## src/logic/dtia_pkg.sv

```systemverilog
// Behaviour
// RL1: Bit 7 reads selected endpoint toggle.
// RL2: Master selects endpoint before reading toggle.
// RL3: Writing bit 6 forces toggle DATA1.
// RL4: Writing bit 5 forces toggle DATA0.
// RL5: Master keeps selection stable with set.
// RL6: Direction bit: 0 OUT, 1 IN.
// RL7: Master uses endpoints 0,1,2,6,8 only.
// RL8: Clear: select first, then set R.
// RL9: Toggle register at 0xE683, bytes 83,E6.
// RL10: Low address byte via 0x3A, two nibbles.
// RL11: High address byte via 0x3B, two nibbles.
// RL12: Value via 0x3C, nibbles, then written.
// RL13: Read at 0x3C returns addressed register.
// RL14: Ready gates accesses; master waits.
// RL15: Active-low interrupt idles high.
// RL16: Reset restores defaults.
// RL17: Feature requests raise setup interrupt.
package dtia_pkg;
  localparam logic [5:0] DTIA_CMD_ADDR_LO = 6'h3a;
  localparam logic [5:0] DTIA_CMD_ADDR_HI = 6'h3b;
  localparam logic [5:0] DTIA_CMD_VALUE = 6'h3c;
  localparam logic [15:0] DTIA_TOG_ADDR = 16'he683;
  localparam logic [7:0] DTIA_TOG_RESET = 8'h32;
  localparam int DTIA_BIT_Q = 7;
  localparam int DTIA_BIT_S = 6;
  localparam int DTIA_BIT_R = 5;
  localparam int DTIA_BIT_IO = 4;
  localparam int DTIA_NUM_EP = 16;
  localparam logic [3:0] DTIA_BUSY_CYC = 4'h2;
  typedef enum logic [1:0] {
    DTIA_KIND_ADDR,
    DTIA_KIND_WDATA,
    DTIA_KIND_READ
  } dtia_kind_t;
endpackage

```

## src/logic/dtia_if.sv

```systemverilog
`timescale 1ns/1ps
interface dtia_if;
  logic cmd_valid;
  dtia_pkg::dtia_kind_t cmd_kind;
  logic [5:0] cmd_addr;
  logic [3:0] cmd_nibble;
  logic ready;
  logic rd_valid;
  logic [7:0] rd_data;
  logic int_n;
  modport dev (input cmd_valid, cmd_kind, cmd_addr, cmd_nibble,
    output ready, rd_valid, rd_data, int_n);
  modport mst (output cmd_valid, cmd_kind, cmd_addr, cmd_nibble,
    input ready, rd_valid, rd_data, int_n);
endinterface

```

## src/logic/dtia_master.sv

```systemverilog
`timescale 1ns/1ps
module dtia_master
  import dtia_pkg::*;
(
  input wire logic clk,
  input wire logic nrst,
  input wire logic ce,
  dtia_if.mst bus,
  input wire logic req_valid,
  input wire logic req_read,
  input wire logic [7:0] req_value,
  output logic req_busy,
  output logic done,
  output logic [7:0] rd_value,
  output logic irq
);
  typedef enum logic [1:0] {M_IDLE, M_ISSUE, M_WAIT} dtia_mst_t;
  dtia_mst_t st_ff, nxt_st;
  logic [3:0] step_ff, nxt_step;
  logic rd_ff, nxt_rd;
  logic [7:0] val_ff, nxt_val;
  logic done_ff, nxt_done;
  logic [7:0] rdv_ff, nxt_rdv;
  logic [2:0] irq_sync_ff;
  logic irq_ff;
  logic cv_ff, nxt_cv;
  dtia_kind_t kind_ff, nxt_kind;
  logic [5:0] ca_ff, nxt_ca;
  logic [3:0] cn_ff, nxt_cn;
  logic [3:0] last;
  logic busy_ff, nxt_busy;

  always_comb begin
    nxt_st = st_ff;
    nxt_step = step_ff;
    nxt_rd = rd_ff;
    nxt_val = val_ff;
    nxt_done = 1'b0;
    nxt_rdv = rdv_ff;
    nxt_cv = 1'b0;
    nxt_kind = kind_ff;
    nxt_ca = ca_ff;
    nxt_cn = cn_ff;
    last = rd_ff ? 4'h6 : 4'h8;
    case (st_ff)
      M_IDLE: if (req_valid) begin // [RL2] [RL5] [RL7] [RL8]
        nxt_rd = req_read;
        nxt_val = req_value;
        nxt_step = 4'h0;
        nxt_st = M_ISSUE;
      end
      M_ISSUE: if (bus.ready) begin // [RL14]
        nxt_cv = 1'b1;
        nxt_st = M_WAIT;
        nxt_kind = DTIA_KIND_WDATA;
        case (step_ff)
          4'h0: begin nxt_kind = DTIA_KIND_ADDR;
            nxt_ca = DTIA_CMD_ADDR_LO; end // [RL10]
          4'h1: nxt_cn = DTIA_TOG_ADDR[7:4];
          4'h2: nxt_cn = DTIA_TOG_ADDR[3:0];
          4'h3: begin nxt_kind = DTIA_KIND_ADDR;
            nxt_ca = DTIA_CMD_ADDR_HI; end // [RL11]
          4'h4: nxt_cn = DTIA_TOG_ADDR[15:12]; // [RL9]
          4'h5: nxt_cn = DTIA_TOG_ADDR[11:8];
          4'h6: begin
            nxt_kind = rd_ff ? DTIA_KIND_READ : DTIA_KIND_ADDR; // [RL13]
            nxt_ca = DTIA_CMD_VALUE; end // [RL12]
          4'h7: nxt_cn = val_ff[7:4];
          default: nxt_cn = val_ff[3:0];
        endcase
      end
      default: if (!bus.ready && !cv_ff) begin
        if (bus.rd_valid) begin
          nxt_rdv = bus.rd_data;
        end
        if (step_ff == last) begin
          nxt_done = 1'b1;
          nxt_st = M_IDLE;
        end else begin
          nxt_step = step_ff + 4'h1;
          nxt_st = M_ISSUE;
        end
      end
    endcase
    nxt_busy = (nxt_st != M_IDLE);
  end

  always_ff @(posedge clk or negedge nrst) begin
    if (!nrst) begin
      st_ff <= M_IDLE;
      step_ff <= 4'h0;
      rd_ff <= 1'b0;
      val_ff <= 8'h00;
      done_ff <= 1'b0;
      rdv_ff <= 8'h00;
      irq_sync_ff <= 3'b111;
      irq_ff <= 1'b0;
      cv_ff <= 1'b0;
      kind_ff <= DTIA_KIND_ADDR;
      ca_ff <= 6'h00;
      cn_ff <= 4'h0;
      busy_ff <= 1'b0;
    end else if (ce) begin
      busy_ff <= nxt_busy;
      st_ff <= nxt_st;
      step_ff <= nxt_step;
      rd_ff <= nxt_rd;
      val_ff <= nxt_val;
      done_ff <= nxt_done;
      rdv_ff <= nxt_rdv;
      irq_sync_ff <= {irq_sync_ff[1:0], bus.int_n};
      if (irq_sync_ff[2] == irq_sync_ff[1]) begin
        irq_ff <= ~irq_sync_ff[1]; // [RL15]
      end
      cv_ff <= nxt_cv;
      kind_ff <= nxt_kind;
      ca_ff <= nxt_ca;
      cn_ff <= nxt_cn;
    end
  end

  assign bus.cmd_valid = cv_ff;
  assign bus.cmd_kind = kind_ff;
  assign bus.cmd_addr = ca_ff;
  assign bus.cmd_nibble = cn_ff;
  assign req_busy = busy_ff;
  assign done = done_ff;
  assign rd_value = rdv_ff;
  assign irq = irq_ff;
endmodule // dtia_master

```

## src/flat_wrapper.sv

```systemverilog
// flat-port wrapper written by rule: the top's interface ports become plain ports
module dtia_master_flat import dtia_pkg::*;
  (clk, nrst, ce, req_valid, req_read, req_value, req_busy, done, rd_value, irq, bus_cmd_valid, bus_cmd_kind, bus_cmd_addr, bus_cmd_nibble, bus_ready, bus_rd_valid, bus_rd_data, bus_int_n);
  dtia_if bus_i ();
  input wire logic clk;
  input wire logic nrst;
  input wire logic ce;
  input wire logic req_valid;
  input wire logic req_read;
  input wire logic [7:0] req_value;
  output logic req_busy;
  output logic done;
  output logic [7:0] rd_value;
  output logic irq;
  output wire logic [$bits(bus_i.cmd_valid)-1:0] bus_cmd_valid;
  output wire logic [$bits(bus_i.cmd_kind)-1:0] bus_cmd_kind;
  output wire logic [$bits(bus_i.cmd_addr)-1:0] bus_cmd_addr;
  output wire logic [$bits(bus_i.cmd_nibble)-1:0] bus_cmd_nibble;
  input wire logic [$bits(bus_i.ready)-1:0] bus_ready;
  input wire logic [$bits(bus_i.rd_valid)-1:0] bus_rd_valid;
  input wire logic [$bits(bus_i.rd_data)-1:0] bus_rd_data;
  input wire logic [$bits(bus_i.int_n)-1:0] bus_int_n;
  assign bus_cmd_valid = bus_i.cmd_valid;
  assign bus_cmd_kind = bus_i.cmd_kind;
  assign bus_cmd_addr = bus_i.cmd_addr;
  assign bus_cmd_nibble = bus_i.cmd_nibble;
  assign bus_i.ready = bus_ready;
  assign bus_i.rd_valid = bus_rd_valid;
  assign bus_i.rd_data = bus_rd_data;
  assign bus_i.int_n = bus_int_n;
  dtia_master u_core (.clk(clk), .nrst(nrst), .ce(ce), .bus(bus_i), .req_valid(req_valid), .req_read(req_read), .req_value(req_value), .req_busy(req_busy), .done(done), .rd_value(rd_value), .irq(irq));
endmodule
```

## config.mk

```make
export PLATFORM = sky130hd
export DESIGN_NAME = dtia_master_flat
export DESIGN_NICKNAME = d
export VERILOG_FILES = /design/src/logic/dtia_pkg.sv /design/src/logic/dtia_if.sv /design/src/logic/dtia_master.sv /design/src/flat_wrapper.sv
export SDC_FILE = /design/constraint.sdc
export NUM_CORES = 1
export LEC_CHECK = 0
export BUFFER_PORTS_ARGS = -buffer_cell sky130_fd_sc_hd__buf_2
export CAP_MARGIN = 20
export CORE_ASPECT_RATIO = 1.2
export CORE_UTILIZATION = 56
export CTS_CLUSTER_DIAMETER = 30
export DETAILED_ROUTE_END_ITERATION = 8
export GPL_TIMING_DRIVEN = 0
export PLACE_DENSITY = 0.81
export SETUP_SLACK_MARGIN = 0.15
export SLEW_MARGIN = 0
export SYNTH_ARGS = -nofsm -noshare
export SYNTH_HDL_FRONTEND = slang
export SYNTH_SLANG_ARGS = --single-unit
```

## constraint.sdc

```tcl
create_clock -name clk -period 5.33 [get_ports clk]
set_input_delay 0.533 -clock clk [delete_from_list [all_inputs] [get_ports clk]]
set_output_delay 0.533 -clock clk [all_outputs]
set_load 0.01 [all_outputs]
```

---- After elaboration in Yosys (flattened, before gate mapping) ----
Index checks and enable logic that the tools add are counted.
storage, ports and cells
  register bits ........................... 42
  input port bits ......................... 24
  output and inout bits ................... 24
  logic and storage cells ................. 67
cells by class
  add/subtract/negate cells ............... 1
  eq/ne operators ......................... 12
  multiplexer cells ....................... 19
  bitwise operators ....................... 4
  reductions and logical operators ........ 18
operator list
  operator                                       number
  one-hot mux 4 bit (6 select lines)             1
  one-hot mux 6 bit (3 select lines)             1
  == test 4 x 3 -> 1 bit, second input constant  4
  2-to-1 mux 4 bit                               4
  AND reduction 4 bit                            3
  == test 4 x 2 -> 1 bit, second input constant  2
  2-to-1 mux 2 bit                               4
  one-hot mux 2 bit (2 select lines)             2
  one-hot mux 4 bit (2 select lines)             1
  2-to-1 mux 1 bit                               6
  AND reduction 3 bit                            2
  AND reduction 5 bit                            1
  adder 4 x 1 -> 4 bit, second input constant    1
  == test 4 x 1 -> 1 bit, second input constant  1
  == test 4 bit                                  1
  zero test 4 bit                                1
  inequality test 2 bit, second input constant   2
  NOT 1 bit                                      4
  nonzero test 2 bit                             2
  OR reduction 2 bit                             2
  nonzero test 3 bit                             1
  OR reduction 3 bit                             1
  == test 2 x 1 -> 1 bit, second input constant  1
  zero test 1 bit                                2
  4 further kinds                                4

---- Depth between registers and ports, before layout ----
Gate-level depths: netlist of the first run.
  depth after elaboration ................. 6
  gate-level depth with buffers ........... 6
  gate-level depth less buffers ........... 6

---- Least setup slack after synthesis of the first run ----
Ideal clock, no wire load.
  kind .................................... input to register
  from .................................... in ce
  to ...................................... reg u_core.ca_ff[0] (netlist: u_core.bus.cmd_addr[0])
  setup time .............................. 0.125 ns
  data arrival time ....................... 1.676 ns
  data required time ...................... 5.205 ns
  slack ................................... 3.530 ns
  stages .................................. 4
  buffers on the path ..................... 1
  path through ............................ clkbuf_1 -> nand2_1 -> nor4_4 -> mux2_2
on the way
  cells in the longest elaborated chain, start to end .. 1
RTL lines
  element                        RTL line            text
  start, declared                flat_wrapper.sv:7   input wire logic ce;
  AND reduction 4 bit (no line)  --
  end signal, assigned           dtia_master.sv:117  ca_ff <= nxt_ca;
  end, declared                  dtia_master.sv:28   logic [5:0] ca_ff, nxt_ca;
Every way passes these cells.
A chain may end at the register's enable or synchronous reset.

---- Final worst setup path of the first run ----
  from .................................... reg u_core.step_ff[0]
  to ...................................... reg u_core.cn_ff[2] (netlist: u_core.bus.cmd_nibble[2])
on the way
  cells in the longest elaborated chain, start to end .. 4
  elaborated cells between the ends (all ways) .. 12
  those cells by class .................... 7 x eq/ne; 1 x mux; 1 x bitwise; 3 x reduce/logical
RTL lines
  element                                                                     RTL line            text
  start, declared                                                             dtia_master.sv:19   logic [3:0] step_ff, nxt_step;
  start signal, assigned                                                      dtia_master.sv:106  step_ff <= nxt_step;
  branches (longest 4 deep; another with one-hot mux 4 bit (6 select lines))  --
  end signal, assigned                                                        dtia_master.sv:118  cn_ff <= nxt_cn;
  end, declared                                                               dtia_master.sv:29   logic [3:0] cn_ff, nxt_cn;
Parallel ways; which one is timed is not known.

==> summary.md, run 1 <==
| Metric | Value |
|---|---|
| Status | completed |
| Fmax | 0.470 GHz |
| Placed insts | 251 |
| Filler cells | 250 |
| I/O pins | 48 |
| Synth Instances | ~170 |
| Post-synth EDFFs | 0 |
| Vias per Instance | 5.67 |
| TritonCTS Sinks | 40 |
| Synth Warn # | 0 |
| Vias in the first global route | around 1,400 |
| Worst-margin pin slew | 856 ps |
| Post-Route Utilization | 73.1% |
| Global-route wire length before repair | 6340 um |
| Fin crit period | 2130 ps |
| Footprint of the multi-input gates | 806 um^2 |
| Ratio of cells with drive above 1 in the final layout | 39.9% |
| FF/Latch Area | 0.00100 mm^2 |
| Setup Slack @ Placement | 3310 ps |
| Largest stage delay, worst path | 730 ps |
| Core area | 0.00314 mm^2 |
| DRT Pass-1 Iters | 4 |
| Area delta synth->final | 21.3% |
| Die height | roughly 66 um |
| Register clock-pin slew on the reported worst setup and hold paths | 120 ps |
| Critical path launch point type | flop |
| CP required | 5530 ps |
| Fin. Hold Viols | 0 |
| Synth cell types | 45 |
| Max_cap viols | 0 |
| Crit end category | flop |
| Fin cells | 259 |
| Estimated wirelength of the detail-placed design | between 2000 and 3000 um |
| Drt total wl | 3750 um |
| CTS tree | done |
| Iteration-0 DRC Markers | 50 |
| Clock buffer depth | 2 |
| Critical path class | flop to flop |
| Tot GR Track Use | approximately a quarter |
| Pwr per Cell Area | 580 mW/mm^2 |
| Initial core utilization | 60.3% |
| Flops & latches, synth | 40 |
| Gpl congestion | 0.880 |
| H-tree levels | 2 |
| TNS Setup | 0 ps |
| Leading cell type in the layout, fill and taps excluded | buf_2 |
| # nets final | 250 |
| Final Cycle Share | 40.0% |
| DRC Markers | 0 |
| Antenna diodes | 0 |
| Initial antenna violation count | 0 |
| Worst Path Arrival | 2330 ps |
| Via count | 1,468 |
| Slew Limit Fails | 0 |
| Ys async rst share | 100% |
| Cell area after synthesis | 0.00189 mm^2 |
| CTS Hold Buffers Added | 0 |
| DIE WIDTH | 55.1 um |
| Largest net degree at the start of global routing | between 40 and 50 |
| Post-synth net total | slightly below 200 |
| Final WS setup | about 3200 ps |
| Root Buffer | clkbuf_4 |
| CTS Buf Count | 5 |
| Peak VDD IR | 0.434 mV |
| RSZ-0062 raised after global routing | false |
| Setup violators final | 0 |
| Congestion Overflow GR | 0 |
| Die ar. | 0.00362 mm^2 |
| ANT nets after route | 0 |
| Worst-path cell with the longest stage delay | o31ai_1 |
| Setup Fix Bufs, Post-CTS | 0 |
| Layout Skew | about 12 ps |
| Pleak | 1.07 nW |
| Worst-Skew Late Latency | 350 ps |
| Most frequent cells in the layout | 48 x buf_2, 37 x dfrtp_1, 20 x mux2_2 |
| Rows | 22 |
| Worst slew margin | a little over two fifths |
| Tot Pwr | 1.33 mW |
| Seq/Total Area, Yosys | 53.1% |
| Syn avg cell area | approximately 11 um^2 |
| Critical-path cell list | inv_1 -> ha_1 -> nor3_1 -> o31ai_1 -> o21ai_0 |
| Dominant synthesized flop cell | dfrtp_1 |
| Hold crit path type | input port to async pin |
| IO Port Bufs | between 40 and 50 |
| Post-cts sizing count | 0 |
| Routed len/inst | 14.5 um |
| Largest fanout on the critical path | 8 |
[report_power, final]
part / internal, mW / switching, mW
clock: 0.193 / 0.0987
combinational: 0.243 / 0.275
sequential: 0.431 / 0.0911
[stage by stage]
stage,hold WS (ps),area [um^2]
2_1_floorplan,237,1890
3_3_place_gp,454,2170
3_5_place_dp,475,2170
4_1_cts,296,2290
5_1_grt,325,2290
6_report,278,2290
[registers in the layout, indices dropped and copies added, names as in the netlist]
signal,flops
u_core.st_ff,2
u_core.val_ff,8
u_core.done,1
u_core.rd_ff,1
u_core.irq,1
u_core.irq_sync_ff,3
u_core.req_busy,1
u_core.step_ff,4
u_core.rd_value,8
u_core.bus.cmd_addr,4
u_core.bus.cmd_kind,2
u_core.bus.cmd_valid,1
u_core.bus.cmd_nibble,4
[critical path: cells and delay by family, from the launching register on]
kind / cells / cell delay [ps]
flip-flops: 1 / 480
buffers and inverters: 1 / 170
AND/OR/NAND/NOR: 1 / 110
adder cells (fa/ha/maj): 1 / 260
AO/OA/AOI/OAI: 2 / 960
[cell type report]
type,count,share of cell area (%)
multi-input combinational,112,35.1
sequential,40,43.8
buffer,9,2.24
inverter,8,1.31
clock inverter,3,3.93
tap,36,1.96
clock buffer,5,1.64
timing repair buffer,46,10.0
[kinds of logic after synthesis]
family,after synthesis,synth area share [%]
AO/OA/AOI/OAI,36,11.7
adder cells (fa/ha/maj),4,2.65
buffers and inverters,17,4.30
flip-flops,40,53.1
multiplexers,21,12.4
AND/OR/NAND/NOR,51,15.8
[layer usage]
metal | vias to the layer above | track usage [%] | share of wire [%]
li1 | 707 | - | -
met1 | 713 | 27.4 | 39
met4 | 0 | 7.50 | 0.83
met2 | 44 | 44.4 | 55
met3 | 4 | 6.71 | 4.4
met5 | - | 0 | 0
[cells in the mapped netlist, types with 2 or more instances]
library cell	number	share of area, %
a31oi_1	3	0.99
nor3_1	3	0.79
nor2b_1	2	0.66
o31ai_1	2	0.79
ha_1	4	2.6
clkbuf_1	4	0.79
dfrtp_1	37	49
nand2_1	11	2.2
or3_1	2	0.66
mux2_2	20	12
inv_1	8	1.6
o21ai_0	11	2.9
o22ai_1	2	0.66
buf_2	2	0.53
and3_1	2	0.66
dfstp_2	3	4.2
nor3b_1	4	1.6
buf_4	2	0.79
nor2_1	11	2.2
a21oi_1	9	2.4
a211oi_1	2	0.79
nand3_1	2	0.53
[final timing paths]
check                                         start                        to  slack [ps]  cells past startpoint
max                               u_core.step_ff[0]  u_core.bus.cmd_nibble[2]        3200                      5
min                                            nrst         u_core.step_ff[1]         280                      1
max reg2reg                       u_core.step_ff[0]  u_core.bus.cmd_nibble[2]        3200                      5
min reg2reg                u_core.bus.cmd_nibble[0]  u_core.bus.cmd_nibble[0]         510                      2
max in group asynchronous                      nrst               u_core.done        4520                      1
min in group clk                     bus_rd_data[2]        u_core.rd_value[2]         400                      2
Note: power is estimated with default switching activity, not from simulation.
==> run 2: changes to the inputs <==
Settings changed: CORE_UTILIZATION 56 to 47, PLACE_DENSITY 0.81 to 0.72.
Clock period 5.33 ns to 1.9 ns, I/O delays scaled along.
==> run 2 against run 1 <==
Effect of this change:
- final area grew 3.6%
- global-route usage shrank 6.6 points
- via count shrank 2.6%
- worst setup slack lost 3000 ps
- largest cell class unchanged
- clock power grew 78%
- combinational power grew to 3.1 times the previous value
- clock-buffer cell count grew 1
==> summary.md, run 2 (synthesis results as in run 1) <==
| Metric | Value |
|---|---|
| Comb pwr share | 44.0% (+5.1 points) |
| Setup violators final | 0 (unchanged) |
| Ratio of cells with drive above 1 in the final layout | 46.2% (+6.3 points) |
| Slew Limit Fails | 0 (unchanged) |
| Rows | 24 (+9.1%) |
| Die height | 71.5 um (+8.9%) |
| Area after DPL | 0.00219 mm^2 (+0.92%) |
| Flop-to-flop setup slack | 210 ps (-2990 ps) |
| Area delta synth->final | 25.7% |
| Worst-margin pin slew | 881 ps (+25.2 ps) |
| Final Cycle Share | 88.9% (+49 points) |
| TritonCTS Sinks | 40 (unchanged) |
| Crit. Startpoint | u_core.st_ff[1] |
| Setup crit end | u_core.bus.cmd_addr[0] |
| Iteration-0 DRC Markers | 36 (-28%) |
| Routed len/inst | 13.4 um (-7.3%) |
| RSZ-0062 raised after global routing | false |
| Final WS setup | 212 ps (-2990 ps) |
| Pwr per Cell Area | 1520 mW/mm^2 (+160%) |
| CP required | 2070 ps (-3460 ps) |
| DIE WIDTH | 59.9 um (+8.8%) |
| Internal power | 2.25 mW (+160%) |
| Congestion Overflow GR | 0 (unchanged) |
| Gpl congestion | 0.846 (-3.8%) |
| Worst-path cell with the longest stage delay | dfrtp_2 |
| Sw Share | 37.6% (+2.7 points) |
| Hold crit path type | input port to async pin |
| Pleak | 1.05 nW (-1.5%) |
| Crit end category | flop |
| Vias per Instance | 5.20 (-8.3%) |
| Initial antenna violation count | 0 (unchanged) |
| Largest net degree at the start of global routing | 41 (unchanged) |
| Tot Pwr | 3.60 mW (+170%) |
| Estimated wirelength of the detail-placed design | 2580 um (-7.0%) |
| Worst Path Arrival | 1860 ps (-470 ps) |
| Critical path class | flop to flop |
| Register clock-pin slew on the reported worst setup and hold paths | 70 ps (-50 ps) |
| Filler cells | 306 (+22%) |
| Vias in the first global route | 1,395 (-3.0%) |
| Max_cap viols | 0 (unchanged) |
| Post-route cell area | 0.00238 mm^2 (+3.6%) |
| Core area | 0.00375 mm^2 (+20%) |
| Via count | 1,430 (-2.6%) |
| Psw | 1.36 mW (+190%) |
| CTS Buf Count | 5 (unchanged) |
| Initial core utilization | 50.4% (-9.9 points) |
| ANT nets after route | 0 (unchanged) |
| CTS tree | done |
| Worst-Skew Late Latency | 290 ps (-60 ps) |
| Status | completed |
| Fin. Hold Viols | 0 (unchanged) |
| Worst slew margin | 41.3% (-1.7 points) |
| Critical path launch point type | flop |
| H-tree levels | 2 (unchanged) |
| DRC Markers | 0 (unchanged) |
| Drt total wl | 3690 um (-1.6%) |
| Launching point of the worst reg2reg path | u_core.st_ff[1] |
| IO Port Bufs | 46 (unchanged) |
| Peak VDD IR | 0.719 mV (+66%) |
| Leading cell type in the layout, fill and taps excluded | buf_2 |
| Fin crit period | 1690 ps (-441 ps) |
| Global-route wire length before repair | 5930 um (-6.5%) |
| Antenna diodes | 0 (unchanged) |
| Largest stage delay, worst path | 450 ps (-280 ps) |
| RR Endpoint | u_core.bus.cmd_addr[0] |
| Die ar. | 0.00428 mm^2 (+18%) |
| Layout Skew | 5.98 ps (-5.84 ps) |
| Largest fanout on the critical path | 8 (unchanged) |
| Root Buffer | clkbuf_8 |
| Fmax | 0.592 GHz (+26%) |
| # nets final | 251 (+0.40%) |
| Flop pwr share | 41.6% (+2.4 points) |
| CTS Hold Buffers Added | 0 (unchanged) |
| Most frequent cells in the layout | 47 x buf_2, 34 x dfrtp_1, 20 x mux2_2 |
| Critical-path cell list | and3b_1 -> nand2_2 -> nor4_4 -> mux2_2 |
| Clock Power Share | 14.4% (-7.5 points) |
| Setup Slack @ Placement | -125 ps (-3440 ps) |
| Tot GR Track Use | 18.2% (-6.6 points) |
| I/O pins | 48 (unchanged) |
| DRT Pass-1 Iters | 4 (unchanged) |
| R2R depth | 4 (-1) |
| Clock buffer depth | 2 (unchanged) |
run 2: changes by cell type in the layout (fill, tap and decap cells not counted), sizes merged:
cell / change
clkinv: +1
bufinv: -3
buf: +1
clkbuf: +1
run 2: final cells by class:
class | count | area [um^2] | share of cell area (%)
flip-flops and latches | 40 | 1010 | 42.4
multi-input cells | 112 | 898 | 37.8
repair buffers | 47 | 238 | 10.0
clock buffers | 6 | 72.6 | 3.05
well taps | 52 | 65.1 | 2.74
plain buffers | 9 | 57.6 | 2.42
inverters | 8 | 32.5 | 1.37
clock inverters | 1 | 5.00 | 0.211
run 2: power by group through the flow:
stage | registers [mW] | clock network [mW] | logic [mW]
after CTS | 1.47 | 0.543 | 1.45
after global routing | 1.54 | 0.567 | 1.74
after global placement | 1.47 | 0 | 1.39
final | 1.50 | 0.519 | 1.59
after detailed placement | 1.47 | 0 | 1.42
after floorplan | 1.52 | 0 | 0.910
run 2: stage by stage:
| stage | hold WS [ps] | cells | util, % | TNS [ps] |
|---|---|---|---|---|
| 2_1_floorplan | -106 | 169 | - | 0 |
| 3_3_place_gp | 370 | 267 | 58.3 | -536 |
| 3_5_place_dp | 374 | 267 | 58.3 | -423 |
| 4_1_cts | 57.7 | 275 | 61.1 | 0 |
| 5_1_grt | 92.2 | 275 | 63.3 | 0 |
| 6_report | 23.8 | 275 | 63.3 | 0 |
run 2: worst max-delay path: cells and delay by family (launching register included):
family | cells | cell delay [ps]
and+or+nand+nor | 3 | 750
DFF | 1 | 450
muxes | 1 | 370
run 2: routing by layer:
layer	part of all wire [%]	GRT usage, %
met1	46	23.2
met2	49	30.0
met5	0	0
met3	4.4	5.60
met4	0.70	4.65
run 2: how the worst min path moves through the flow:
stage               cells after the start  start                      to
global placement                        1   nrst         u_core.st_ff[0]
finish                                  1   nrst             u_core.done
CTS                                     1   nrst        u_core.val_ff[2]
global route                            1   nrst    u_core.bus.cmd_valid
floorplan                               0   nrst  u_core.bus.cmd_addr[0]
detailed placement                      1   nrst             u_core.done
run 2: timing repair:
| action | 4_1_cts | 5_1_grt |
|---|---|---|
| endpoints found under the setup margin | 8 | 26 |
| buffers inserted | 1 | 0 |
| resized for setup | 8 | 17 |
| pin swaps | 1 | 2 |
| endpoints found under the hold margin | 0 | 0 |
